**src/core/tbd_pkg.sv**
```systemverilog
// Package: constants and types of the tone beeper driver
package tbd_pkg;

    // Clock rates
    localparam int unsigned CLK_HZ     = 40_000_000;
    localparam int unsigned REF_HZ     = 32_768;
    localparam logic [25:0] CLK_HZ_W   = 26'(CLK_HZ);
    localparam logic [25:0] REF_HZ_W   = 26'(REF_HZ);

    // Duration step of 4 ms, counted in system clock cycles
    localparam int unsigned STEP_NS    = 4_000_000;
    localparam int unsigned CLK_PER_NS = 25;
    localparam int unsigned STEP_CYC   = STEP_NS / CLK_PER_NS;

    // Tone period in reference ticks: 4 gives 8 kHz, 127 about 0.25 kHz
    localparam logic [6:0]  PERIOD_MIN = 7'h04;

    // Pair count: 0 plays forever, largest finite count is 254
    localparam logic [7:0]  PAIRS_ENDLESS = 8'h00;
    localparam logic [7:0]  PAIRS_MAX     = 8'hFE;
    localparam int unsigned NEAR_PAIRS    = 2;

    // Register byte offsets
    localparam logic [7:0]  ADDR_CTRL   = 8'h00;
    localparam logic [7:0]  ADDR_TONE_A = 8'h04;
    localparam logic [7:0]  ADDR_TONE_B = 8'h08;
    localparam logic [7:0]  ADDR_STAT   = 8'h0C;
    localparam logic [7:0]  ADDR_MASK   = 8'h10;

    // Control fields
    localparam int unsigned CTRL_RUN_BIT  = 0;
    localparam int unsigned CTRL_SEQ_BIT  = 1;
    localparam int unsigned CTRL_CNT_LSB  = 8;

    // Tone fields
    localparam int unsigned TONE_PER_LSB  = 0;
    localparam int unsigned TONE_DUR_LSB  = 8;

    // Status fields
    localparam int unsigned EV_START      = 0;
    localparam int unsigned EV_END        = 1;
    localparam int unsigned EV_SEQ_END    = 2;
    localparam int unsigned EV_SEQ_NEAR   = 3;
    localparam int unsigned EV_W          = 4;
    localparam int unsigned STAT_BUSY_BIT = 8;
    localparam int unsigned STAT_LEFT_LSB = 16;

    // Reset values
    localparam logic [15:0] TONE_RST = 16'h0110;
    localparam logic [3:0]  MASK_RST = 4'h0;

    typedef enum logic [1:0] {
        TBD_IDLE,
        TBD_TONE_A,
        TBD_TONE_B
    } tbd_state_t;

endpackage

```
**src/core/tbd_beeper.sv**
```systemverilog
// Beeper driver top: Wishbone registers, sequencer and outputs
`timescale 1ns/10ps
// Function
// - Drive two outputs as complementary pair forming differential tone.
// - Tone frequency programmable from 8 kHz down to about 0.25 kHz.
// - Tone logic runs from a fixed 32,768 Hz time base.
// - Tone duration 4 ms to 1.02 s in whole 4 ms steps.
// - Single mode plays one tone; multitone mode plays a sequence.
// - Sequence plays 1 to 254 tone pairs, then ends.
// - Endless sequence setting repeats pairs until software stops it.
// - Events for beep start, beep end, sequence end, sequence near end.
module tbd_beeper #(
    parameter int unsigned STEP_CYCLES = tbd_pkg::STEP_CYC,
    parameter int unsigned NEAR_PAIRS  = tbd_pkg::NEAR_PAIRS
) (
    // Clock and reset
    input  wire logic        clock,
    input  wire logic        reset_n,
    // Wishbone slave
    input  wire logic        wb_cyc_i,
    input  wire logic        wb_stb_i,
    input  wire logic        wb_we_i,
    input  wire logic [7:0]  wb_adr_i,
    input  wire logic [31:0] wb_dat_i,
    input  wire logic [3:0]  wb_sel_i,
    output logic [31:0]      wb_dat_o,
    output logic             wb_ack_o,
    // Sounder terminals
    output logic             beep_p,
    output logic             beep_n,
    // Interrupt
    output logic             irq
);
    generate
        if (STEP_CYCLES < 1 || STEP_CYCLES > 24'hFFFFFF) begin : g_chk_step
            $error("STEP_CYCLES out of range");
        end
        if (NEAR_PAIRS > 253) begin : g_chk_near
            $error("NEAR_PAIRS out of range");
        end
    endgenerate

    localparam logic [23:0] STEP_LAST = 24'(STEP_CYCLES - 1);
    localparam logic [7:0]  NEAR_CNT  = 8'(NEAR_PAIRS + 1);

    // Bus decode
    logic        req;
    logic        done;
    logic        wr;
    logic        rd;
    logic [31:0] bmask;
    logic        ack_next;
    logic [31:0] rdat_next;

    // Registers
    logic        seq_reg;
    logic        seq_next;
    logic [7:0]  cnt_reg;
    logic [7:0]  cnt_next;
    logic [15:0] tone_a_reg;
    logic [15:0] tone_a_next;
    logic [15:0] tone_b_reg;
    logic [15:0] tone_b_next;
    logic [3:0]  mask_reg;
    logic [3:0]  mask_next;
    logic [3:0]  stat_reg;
    logic [3:0]  stat_next;

    // Time bases
    logic [25:0] acc_reg;
    logic [25:0] acc_next;
    logic [26:0] acc_sum;
    logic        ref_tick_reg;
    logic        ref_tick_next;
    logic [23:0] step_reg;
    logic [23:0] step_next;
    logic        step_tick;

    // Sequencer
    tbd_pkg::tbd_state_t state_reg;
    tbd_pkg::tbd_state_t state_next;
    logic [7:0]  dur_reg;
    logic [7:0]  dur_next;
    logic [7:0]  left_reg;
    logic [7:0]  left_next;
    logic        endless_reg;
    logic        endless_next;
    logic        near_reg;
    logic        near_next;
    logic        restart;
    logic [3:0]  ev;
    logic        start_req;
    logic        stop_req;
    logic [7:0]  dur_a;
    logic [7:0]  dur_b;
    logic [6:0]  period;
    logic        wave;
    logic        p_next;
    logic        n_next;

    always_comb begin
        req   = wb_cyc_i & wb_stb_i;
        // Writes and read side effects land on the edge that sees ack
        done  = req & wb_ack_o;
        wr    = done & wb_we_i;
        rd    = done & ~wb_we_i;
        bmask = {{8{wb_sel_i[3]}}, {8{wb_sel_i[2]}},
                 {8{wb_sel_i[1]}}, {8{wb_sel_i[0]}}};
        ack_next = req & ~wb_ack_o;
        case (wb_adr_i)
            tbd_pkg::ADDR_CTRL:   rdat_next = {16'h0000, cnt_reg, 6'h00,
                                    seq_reg, (state_reg != tbd_pkg::TBD_IDLE)};
            tbd_pkg::ADDR_TONE_A: rdat_next = {16'h0000, tone_a_reg};
            tbd_pkg::ADDR_TONE_B: rdat_next = {16'h0000, tone_b_reg};
            tbd_pkg::ADDR_STAT:   rdat_next = {8'h00, left_reg, 7'h00,
                                    (state_reg != tbd_pkg::TBD_IDLE),
                                    4'h0, stat_reg};
            tbd_pkg::ADDR_MASK:   rdat_next = {28'h0000000, mask_reg};
            default:              rdat_next = 32'h00000000;
        endcase
        if (!ack_next) begin
            rdat_next = wb_dat_o;
        end
    end

    always_comb begin
        seq_next    = seq_reg;
        cnt_next    = cnt_reg;
        tone_a_next = tone_a_reg;
        tone_b_next = tone_b_reg;
        mask_next   = mask_reg;
        start_req   = 1'b0;
        stop_req    = 1'b0;
        if (wr) begin
            case (wb_adr_i)
                tbd_pkg::ADDR_CTRL: begin
                    if (wb_sel_i[0]) begin
                        seq_next  = wb_dat_i[tbd_pkg::CTRL_SEQ_BIT];
                        start_req = wb_dat_i[tbd_pkg::CTRL_RUN_BIT];
                        stop_req  = ~wb_dat_i[tbd_pkg::CTRL_RUN_BIT];
                    end
                    if (wb_sel_i[1]) begin
                        cnt_next = wb_dat_i[tbd_pkg::CTRL_CNT_LSB +: 8];
                    end
                end
                tbd_pkg::ADDR_TONE_A: tone_a_next =
                    (tone_a_reg & ~bmask[15:0]) | (wb_dat_i[15:0] & bmask[15:0]);
                tbd_pkg::ADDR_TONE_B: tone_b_next =
                    (tone_b_reg & ~bmask[15:0]) | (wb_dat_i[15:0] & bmask[15:0]);
                tbd_pkg::ADDR_MASK: begin
                    if (wb_sel_i[0]) begin
                        mask_next = wb_dat_i[3:0];
                    end
                end
                default: begin
                end
            endcase
        end
    end

    always_comb begin
        // Fractional divider keeps the 32,768 Hz average exact
        acc_sum = {1'b0, acc_reg} + {1'b0, tbd_pkg::REF_HZ_W};
        if (acc_sum >= {1'b0, tbd_pkg::CLK_HZ_W}) begin
            acc_next      = 26'(acc_sum - {1'b0, tbd_pkg::CLK_HZ_W});
            ref_tick_next = 1'b1;
        end else begin
            acc_next      = acc_sum[25:0];
            ref_tick_next = 1'b0;
        end
        step_tick = (step_reg == STEP_LAST);
        step_next = (restart | step_tick) ? 24'h000000 : step_reg + 24'h000001;
    end

    always_comb begin
        dur_a        = (tone_a_reg[tbd_pkg::TONE_DUR_LSB +: 8] == 8'h00) ?
                       8'h01 : tone_a_reg[tbd_pkg::TONE_DUR_LSB +: 8];
        dur_b        = (tone_b_reg[tbd_pkg::TONE_DUR_LSB +: 8] == 8'h00) ?
                       8'h01 : tone_b_reg[tbd_pkg::TONE_DUR_LSB +: 8];
        state_next   = state_reg;
        dur_next     = dur_reg;
        left_next    = left_reg;
        endless_next = endless_reg;
        near_next    = near_reg;
        restart      = 1'b0;
        ev           = 4'h0;
        case (state_reg)
            tbd_pkg::TBD_IDLE: begin
                if (start_req) begin
                    state_next = tbd_pkg::TBD_TONE_A;
                    dur_next   = dur_a;
                    restart    = 1'b1;
                    ev[tbd_pkg::EV_START] = 1'b1;
                    near_next  = 1'b0;
                    if (seq_next) begin
                        endless_next = (cnt_next == tbd_pkg::PAIRS_ENDLESS);
                        left_next = (cnt_next > tbd_pkg::PAIRS_MAX) ?
                                    tbd_pkg::PAIRS_MAX : cnt_next;
                        if (cnt_next != tbd_pkg::PAIRS_ENDLESS &&
                            cnt_next <= NEAR_CNT) begin
                            near_next = 1'b1;
                            ev[tbd_pkg::EV_SEQ_NEAR] = 1'b1;
                        end
                    end else begin
                        endless_next = 1'b0;
                        left_next    = 8'h00;
                    end
                end
            end
            tbd_pkg::TBD_TONE_A, tbd_pkg::TBD_TONE_B: begin
                if (stop_req) begin
                    state_next = tbd_pkg::TBD_IDLE;
                    left_next  = 8'h00;
                    ev[tbd_pkg::EV_END] = 1'b1;
                end else if (step_tick) begin
                    dur_next = dur_reg - 8'h01;
                    if (dur_reg == 8'h01) begin
                        ev[tbd_pkg::EV_END] = 1'b1;
                        restart = 1'b1;
                        if (!seq_reg) begin
                            state_next = tbd_pkg::TBD_IDLE;
                        end else if (state_reg == tbd_pkg::TBD_TONE_A) begin
                            state_next = tbd_pkg::TBD_TONE_B;
                            dur_next   = dur_b;
                            ev[tbd_pkg::EV_START] = 1'b1;
                        end else if (!endless_reg && left_reg <= 8'h01) begin
                            state_next = tbd_pkg::TBD_IDLE;
                            left_next  = 8'h00;
                            ev[tbd_pkg::EV_SEQ_END] = 1'b1;
                        end else begin
                            state_next = tbd_pkg::TBD_TONE_A;
                            dur_next   = dur_a;
                            ev[tbd_pkg::EV_START] = 1'b1;
                            if (!endless_reg) begin
                                left_next = left_reg - 8'h01;
                                if (!near_reg && left_next <= NEAR_CNT) begin
                                    near_next = 1'b1;
                                    ev[tbd_pkg::EV_SEQ_NEAR] = 1'b1;
                                end
                            end
                        end
                    end
                end
            end
            default: begin
                state_next = tbd_pkg::TBD_IDLE;
            end
        endcase
        period = (state_next == tbd_pkg::TBD_TONE_B) ?
                 tone_b_reg[tbd_pkg::TONE_PER_LSB +: 7] :
                 tone_a_reg[tbd_pkg::TONE_PER_LSB +: 7];
    end

    always_comb begin
        // New events beat a read clear in the same cycle
        stat_next = ((rd && wb_adr_i == tbd_pkg::ADDR_STAT) ? 4'h0 : stat_reg)
                    | ev;
        // Equal levels when silent leave no DC across the sounder
        if (state_reg == tbd_pkg::TBD_IDLE) begin
            p_next = 1'b0;
            n_next = 1'b0;
        end else begin
            p_next = wave;
            n_next = ~wave;
        end
    end

    tbd_tone u_tone (
        .clock   (clock),
        .reset_n (reset_n),
        .tick    (ref_tick_reg),
        .restart (restart),
        .period  (period),
        .wave    (wave)
    );

    always_ff @(posedge clock or negedge reset_n) begin
        if (!reset_n) begin
            wb_ack_o     <= 1'b0;
            wb_dat_o     <= 32'h00000000;
            seq_reg      <= 1'b0;
            cnt_reg      <= 8'h01;
            tone_a_reg   <= tbd_pkg::TONE_RST;
            tone_b_reg   <= tbd_pkg::TONE_RST;
            mask_reg     <= tbd_pkg::MASK_RST;
            stat_reg     <= 4'h0;
            acc_reg      <= 26'h0000000;
            ref_tick_reg <= 1'b0;
            step_reg     <= 24'h000000;
            state_reg    <= tbd_pkg::TBD_IDLE;
            dur_reg      <= 8'h00;
            left_reg     <= 8'h00;
            endless_reg  <= 1'b0;
            near_reg     <= 1'b0;
            beep_p       <= 1'b0;
            beep_n       <= 1'b0;
            irq          <= 1'b0;
        end else begin
            wb_ack_o     <= ack_next;
            wb_dat_o     <= rdat_next;
            seq_reg      <= seq_next;
            cnt_reg      <= cnt_next;
            tone_a_reg   <= tone_a_next;
            tone_b_reg   <= tone_b_next;
            mask_reg     <= mask_next;
            stat_reg     <= stat_next;
            acc_reg      <= acc_next;
            ref_tick_reg <= ref_tick_next;
            step_reg     <= step_next;
            state_reg    <= state_next;
            dur_reg      <= dur_next;
            left_reg     <= left_next;
            endless_reg  <= endless_next;
            near_reg     <= near_next;
            beep_p       <= p_next;
            beep_n       <= n_next;
            irq          <= |(stat_next & mask_next);
        end
    end
endmodule

```
**src/core/tbd_tone.sv**
```systemverilog
// Square wave generator counting reference ticks
`timescale 1ns/10ps
module tbd_tone (
    // Clock and reset
    input  wire logic       clock,
    input  wire logic       reset_n,
    // Control
    input  wire logic       tick,
    input  wire logic       restart,
    input  wire logic [6:0] period,
    // Wave
    output logic            wave
);
    logic [6:0] per;
    logic [6:0] cnt_reg;
    logic [6:0] cnt_next;
    logic       wave_next;

    always_comb begin
        // Short periods would exceed 8 kHz, so clamp them
        per = (period < tbd_pkg::PERIOD_MIN) ? tbd_pkg::PERIOD_MIN : period;
        cnt_next = cnt_reg;
        if (restart) begin
            cnt_next = 7'h00;
        end else if (tick) begin
            cnt_next = (cnt_reg >= per - 7'h01) ? 7'h00 : cnt_reg + 7'h01;
        end
        wave_next = (cnt_next < (per >> 1));
    end

    always_ff @(posedge clock or negedge reset_n) begin
        if (!reset_n) begin
            cnt_reg <= 7'h00;
            wave    <= 1'b0;
        end else begin
            cnt_reg <= cnt_next;
            wave    <= wave_next;
        end
    end
endmodule
```
**config.mk**
```make
export PLATFORM = sky130hd
export DESIGN_NAME = tbd_beeper
export DESIGN_NICKNAME = d
export VERILOG_FILES = /design/src/core/tbd_pkg.sv /design/src/core/tbd_beeper.sv /design/src/core/tbd_tone.sv
export SDC_FILE = /design/constraint.sdc
export NUM_CORES = 1
export LEC_CHECK = 0
export ABC_AREA = 1
export BUFFER_PORTS_ARGS = -buffer_cell sky130_fd_sc_hd__buf_2
export CORE_MARGIN = 2
export CORE_UTILIZATION = 51
export CTS_CLUSTER_DIAMETER = 40
export DETAILED_ROUTE_END_ITERATION = 10
export PLACE_DENSITY_LB_ADDON = 0.3
export SLEW_MARGIN = 20
export SYNTH_ARGS = -nofsm -noshare
export SYNTH_HDL_FRONTEND = slang
export SYNTH_SLANG_ARGS = --single-unit
```
**constraint.sdc**
```tcl
create_clock -name clock -period 7.4 [get_ports clock]
set_input_delay 1.48 -clock clock [delete_from_list [all_inputs] [get_ports clock]]
set_output_delay 1.48 -clock clock [all_outputs]
set_load 0.02 [all_outputs]
```
* Yosys cells after proc, flatten, opt, wreduce, memory -nomap -nowiden
Cells that the tools add are included.
Word-level totals: bits in registers 164, bits in latches 0, RAM bits 0, memory bits (read-only) 0, input bits 49, output and inout bits 36, logic and storage cells 191, memories 0
Operators by class: add/sub/neg operators 7, multiply operators 0, div/mod/pow operators 0, $lt $le $gt $ge 8, equal/unequal tests 23, shifts and indexed selects 0, mux-type cells 92, bitwise operators 18, reduce and logical (&&, ||, !) cells 22
Operators by type and width (number):
- $mux 8 | 22
- $pmux 24 s5 | 1
- $and 16x16->16 | 3
- $mux 1 | 39
- $mux 7 | 5
- $logic_not 8->1 | 4
- $or 16x16->16 | 2
- $pmux 8 s2 | 2
- $add 26x16->27 const B | 1
- $ge 27x26->1 const B | 1
- $mux 26 | 1
- $sub 26x26->26 const B | 1
- $add 24x1->24 const B | 1
- $eq 24x18->1 const B | 1
- $mux 24 | 1
- $mux 4 | 6
- $mux 2 | 10
- $ne 2x2->1 const B | 9
- $eq 8x4->1 const B | 2
- $le 8x2->1 const B | 2
- $not 16->16 | 1
- $sub 8x1->8 const B | 2
- $ne 3x3->1 const B | 4
- $reduce_and 10->1 | 1
- other kinds (30) | 48

* Longest topological paths before layout
depth in word-level cells 19, mapped depth 35, gate-level depth less buffers 34

* By module
A second synthesis with hierarchy kept.
Second synthesis, totals: cells, all modules 1116, area total of the unflattened synthesis 8534.4 um2
Modules (own cells, without submodules):
- tbd_beeper | instances 1, cells each 1004, area an instance 7719.9 um2, seq. area each 3484.6 um2
- tbd_tone | instances 1, cells each 112, area an instance 814.5 um2, seq. area each 200.2 um2

* Worst setup path before layout
No wires, ideal clock.
path kind input -> register, start point input wb_adr_i[6], end point register u_tone.wave, library setup time 0.073 ns, data arrival time 5.031 ns, required time 7.327 ns, path slack 2.296 ns, stages on the path 32, buffers on the path 1, cell sequence inv_1 -> nand2_2 -> nor2_4 -> nand2_4 -> nor2_8 -> nand3_4 -> nand2_4 -> inv_2 -> a21oi_4 -> nand3_4 -> buf_6 -> nand2_2 -> o21ai_2 -> nor2_1 -> nand2_2 -> nand2_1 -> ha_1 -> xnor2_1 -> ha_1 -> a21oi_1 -> o21ai_0 -> nand4_1 -> o2111ai_1 -> a21oi_1 -> inv_2 -> nor3b_1 -> ha_1 -> nand2_1 -> inv_1 -> nand2_1 -> nand2_1 -> a21oi_2
Between the ends: cells in the longest elaborated chain, start to end 15, elaborated cells on any way between the ends 21, classes of those cells 1 x add/sub; 3 x order compare; 1 x eq/ne; 15 x mux; 1 x reduce/logical
Ends and longest elaborated chain:
- from (decl) | RTL line tbd_beeper.sv:23 | input wire logic [7:0] wb_adr_i,
- $logic_not 8->1 (*) | RTL line tbd_beeper.sv:135 | case (wb_adr_i)
- $mux 1 | RTL line tbd_beeper.sv:135
- $mux 1 | RTL line tbd_beeper.sv:134 | if (wr) begin
- $mux 2, on equally long branches | RTL line tbd_beeper.sv:211, tbd_beeper.sv:189
- $pmux 2 s2 | RTL line tbd_beeper.sv:187 | case (state_reg)
- $eq 2x2->1 | RTL line tbd_beeper.sv:249 | period = (state_next == tbd_pkg::TBD_TONE_B) ?
- $mux 7 | RTL line tbd_beeper.sv:249
- $lt 7x3->1 | RTL line tbd_tone.sv:21 | per = (period < tbd_pkg::PERIOD_MIN) ? tbd_pkg::PERIOD_MIN : period;
- $mux 7 | RTL line tbd_tone.sv:21
- $sub 7x1->7 | RTL line tbd_tone.sv:26 | cnt_next = (cnt_reg >= per - 7'h01) ? 7'h00 : cnt_reg + 7'h01;
- $ge 7x7->1 | RTL line tbd_tone.sv:26
- $mux 7 | RTL line tbd_tone.sv:26
- $mux 7 | RTL line tbd_tone.sv:25 | end else if (tick) begin
- $mux 7 (*) | RTL line tbd_tone.sv:23 | if (restart) begin
- net u_tone.cnt_next[2] | RTL line tbd_tone.sv:16 | logic [6:0] cnt_next;
- $lt 7x6->1 (*) | RTL line tbd_tone.sv:28 | wave_next = (cnt_next < (per >> 1));
- net u_tone.wave_next | RTL line tbd_tone.sv:17 | logic wave_next;
- to (signal assigned) | RTL line tbd_tone.sv:37 | wave <= wave_next;
- to (decl) | RTL line tbd_tone.sv:12 | output logic wave
The timed path passes the listed nets; every way through them passes the cells marked *. A chain may end at the register's enable or synchronous reset.

* Worst setup path in the final report
start point input wb_adr_i[1], end point register u_tone.wave
Same word-level chain as after synthesis.

==> implementation parameters <==
Parameter                              Value

Clocking
  Maximum level of the CTS H-tree    4
  Number of buffers on the longest clock path    2
  # Post-CTS Setup Buffers    0
  Clock transition at the registers of the reported paths    60 ps
  Clock tree from TritonCTS    yes
  Number of sinks handled by clock tree synthesis    147
  Total clock buffers created by CTS    17
  Number of hold buffers added after CTS    0
  Cell chosen for the clock root    sky130_fd_sc_hd__clkbuf_16
  Clock latency of the later-clocked register in the worst-skew pair    430 ps
  # resized after CTS    0

Synthesis
  Share of synthesized cell area in and, or, nand and nor gates    between 20% and 30%
  Multiplexer area fraction after synthesis    0%
  Mean area per synthesized cell    8.08 um2
  Sequential-to-total area share from yosys stat    between 40 and 50%
  Post-Synth XOR/XNOR Area    4.96%
  Most instantiated flip-flop cell in the synthesis netlist    sky130_fd_sc_hd__dfrtp_1
  Number of standard cells after synthesis    1048
  Ys async rst share    100%
  Share of Yosys cell area claimed by the top area cell type    41.9%
  Dominant combinational cell family by area after synthesis    simple AND/OR/NAND/NOR gates
  Most numerous cell in the Yosys netlist    sky130_fd_sc_hd__nand2_1
  Compound-Gate Fraction of Synth Area    about 14%
  Number of synthesis warnings    0
  Netlist area before placement    approximately 0.0085 mm2
  Area share of fa/ha/maj cells after synthesis    between 3 and 4%
  Number of enable flip-flop cells after synthesis    0
  Library cell with the largest summed area after synthesis    sky130_fd_sc_hd__dfrtp_1
  Number of flip-flops and latches in the synthesized netlist    147
  Largest cells by area after synthesis    sky130_fd_sc_hd__dfrtp_1 (42%), sky130_fd_sc_hd__nand2_1 (9.7%), sky130_fd_sc_hd__inv_1 (6.0%)
  Most frequent cells after synthesis    sky130_fd_sc_hd__nand2_1 (218), sky130_fd_sc_hd__dfrtp_1 (142), sky130_fd_sc_hd__inv_1 (136), sky130_fd_sc_hd__nor2_1 (94), sky130_fd_sc_hd__o21ai_0 (82)
  Synth unique cells    57

GRT
  Wire length of the first global-routing pass    33400 um
  Vias in the first global route    about 7000
  Global router's overall resource usage    between 20% and 30%
  Largest net degree at the start of global routing    76
  Initial antenna violation count    0
  Sum of overflow across all layers after global routing    0

STA
  RSZ-0062 raised after global routing    false
  Final setup violation count    0
  Hold WS    between 400 and 500 ps
  Summed negative setup slack over all endpoints    0 ps
  Final max-slew violation count    0
  Final min period    5580 ps
  Max_slew headroom    28.3%
  Worst Clk Skew    7.77 ps
  Transition time of the tightest slew-check pin    1070 ps
  Final Cycle Share    between 70 and 80%
  Final number of hold-violating endpoints    0
  Maximum clock rate    179 MHz

Drt
  DR WL/cell    14.7 um
  First DRT Iteration DRCs    560
  ANT nets after route    0
  Total number of vias    7103
  Aggregate routed wire length    19700 um
  Detailed-routing iteration count for the pre-antenna-repair pass    5
  DRC violations left    0
  Vias per std cell    5.29

Die
  Die boundary width    between 100 and 150 um
  Floorplan row count    47
  Die height    133 um
  Starting Density    51.6%
  Top Ports    85
  Die Area    0.0177 mm2
  Core area    0.0164 mm2

Place
  Number of buffers added on ports    58
  Placed cell areas    0.00895 mm2
  Weighted congestion reported at the end of routability-driven placement    ~0.9
  Final HPWL from detailed placement    14500 um
  Total instance count after detailed placement    around 1300

Finish
  Final Instance Count excl. Fillers    1343
  Diode insertion count for antenna repair    0
  Fill count    around 1500
  Share of cells above drive strength 1    15.6%
  Total non-filler cell area in the finished layout    0.00953 mm2
  Area added between synthesis and finish    12.5%
  Number of nets in the finished design    roughly 1200

Outcome
  Status    completed

Setup path
  Type of element launching the critical path    input port
  Required time reported for the critical path endpoint    7760 ps
  Kind of end point of the critical path    flop
  Launch point of the critical path    wb_adr_i[1]
  Kind of critical path    input port to flop
  Startpoint of the worst-slack reg-to-reg timing path    left_reg[0]
  Arrival time worst endpoint    5940 ps
  Peak fanout along the critical path    13

Hold path
  Class of the most critical hold timing path    flop to flop
  Hold path start    u_tone.wave

Power and ir drop
  Leakage power    about 0.0044 uW
  VDD IR max    0.196 mV
  Overall power consumption    between 2000 and 2500 uW
  Power density over cell area    around 240 mW/mm2

Job
  Max Cap Violations    0
==> where the power goes <==
group,internal (uW),leakage (uW),switching (uW)
clock,470,0.000272,368
sequential,859,0.00189,59.3
combinational,187,0.00227,382
==> layout by cell type (no fill, tap or decap), drive strengths merged, types with 2 or more instances in the layout <==
master,instances
inv,161
a221oi,10
clkinv,6
a21oi,51
xnor2,15
a22oi,5
o21ai,91
clkinvlp,3
ha,25
o211ai,10
a31oi,2
nand3b,3
conb,8
a22o,5
nand4,14
nor4,11
o22ai,6
o2111ai,4
nand2,234
o21a,2
nor3,21
buf,63
xor2,33
and2,2
o21bai,5
or2,3
dfstp,5
a211oi,2
dfrtp,142
clkbuf,17
nand3,40
nor2,113
nor3b,5
==> final timing paths <==
check	endpoint	cells after the start	slack (ps)
setup / recovery	u_tone.wave	27	1820
hold / removal	beep_n	1	440
setup reg to reg	u_tone.wave	29	2410
hold reg to reg	beep_n	1	440
max in group asynchronous	wb_dat_o[5]	2	4920
min in group asynchronous	step_reg[3]	1	1070
==> through the flow <==
step                      setup slack, ps  utilization, %
final                                1820            58.1
after detailed placement             1370            54.6
after CTS                            1820            58.1
after global placement               1430            54.6
after floorplan                      2300               -
after global routing                 1410            58.1
==> cell families (layout without fill, tap and decap cells) <==
group,Yosys count,after routing
xor+xnor,48,48
other cells,1,8
flops,147,147
compound gates,197,197
fa+ha+maj,25,25
simple gates,447,447
buf+inv,183,251
==> cell type report <==
class                   instances  area [um2]  area share (%)
flip-flops and latches        147        3680            38.7
clock inverters                15         145            1.52
inverters                     156         588            6.17
multi-input cells             725        4080            42.8
well taps                     220         275            2.89
clock buffers                  17         425            4.46
repair buffers                 63         334            3.51
==> routing by layer <==
metal / track usage [%] / part of all wire [%] / up-vias
met2: 36.2 / 45 / 178
met4: 7.47 / 1.9 / 0
met1: 33.3 / 48 / 3376
li1: - / - / 3520
met3: 5.25 / 5.2 / 29
met5: 0 / 0 / -
==> critical path, stage by stage <==
cell and delay, ps:
sky130_fd_sc_hd__buf_2 100, sky130_fd_sc_hd__nor2_2 130, sky130_fd_sc_hd__nand3_2 140, sky130_fd_sc_hd__nor2_8 270, sky130_fd_sc_hd__nand3_4 130, sky130_fd_sc_hd__nand2_4 120
sky130_fd_sc_hd__inv_2 80, sky130_fd_sc_hd__a21oi_4 210, sky130_fd_sc_hd__nand3_4 210, sky130_fd_sc_hd__o21ai_2 330, sky130_fd_sc_hd__nor2_1 130, sky130_fd_sc_hd__nand2_2 90
sky130_fd_sc_hd__nand2_1 80, sky130_fd_sc_hd__ha_1 240, sky130_fd_sc_hd__xnor2_1 180, sky130_fd_sc_hd__ha_1 280, sky130_fd_sc_hd__a21oi_1 140, sky130_fd_sc_hd__o21ai_0 90
sky130_fd_sc_hd__nand4_1 70, sky130_fd_sc_hd__o2111ai_1 110, sky130_fd_sc_hd__a21oi_1 260, sky130_fd_sc_hd__inv_2 110, sky130_fd_sc_hd__nor3b_1 280, sky130_fd_sc_hd__ha_1 300
sky130_fd_sc_hd__a21oi_1 140, sky130_fd_sc_hd__nand2_1 100, sky130_fd_sc_hd__a21oi_2 130
(Power assumes the default switching activity.)
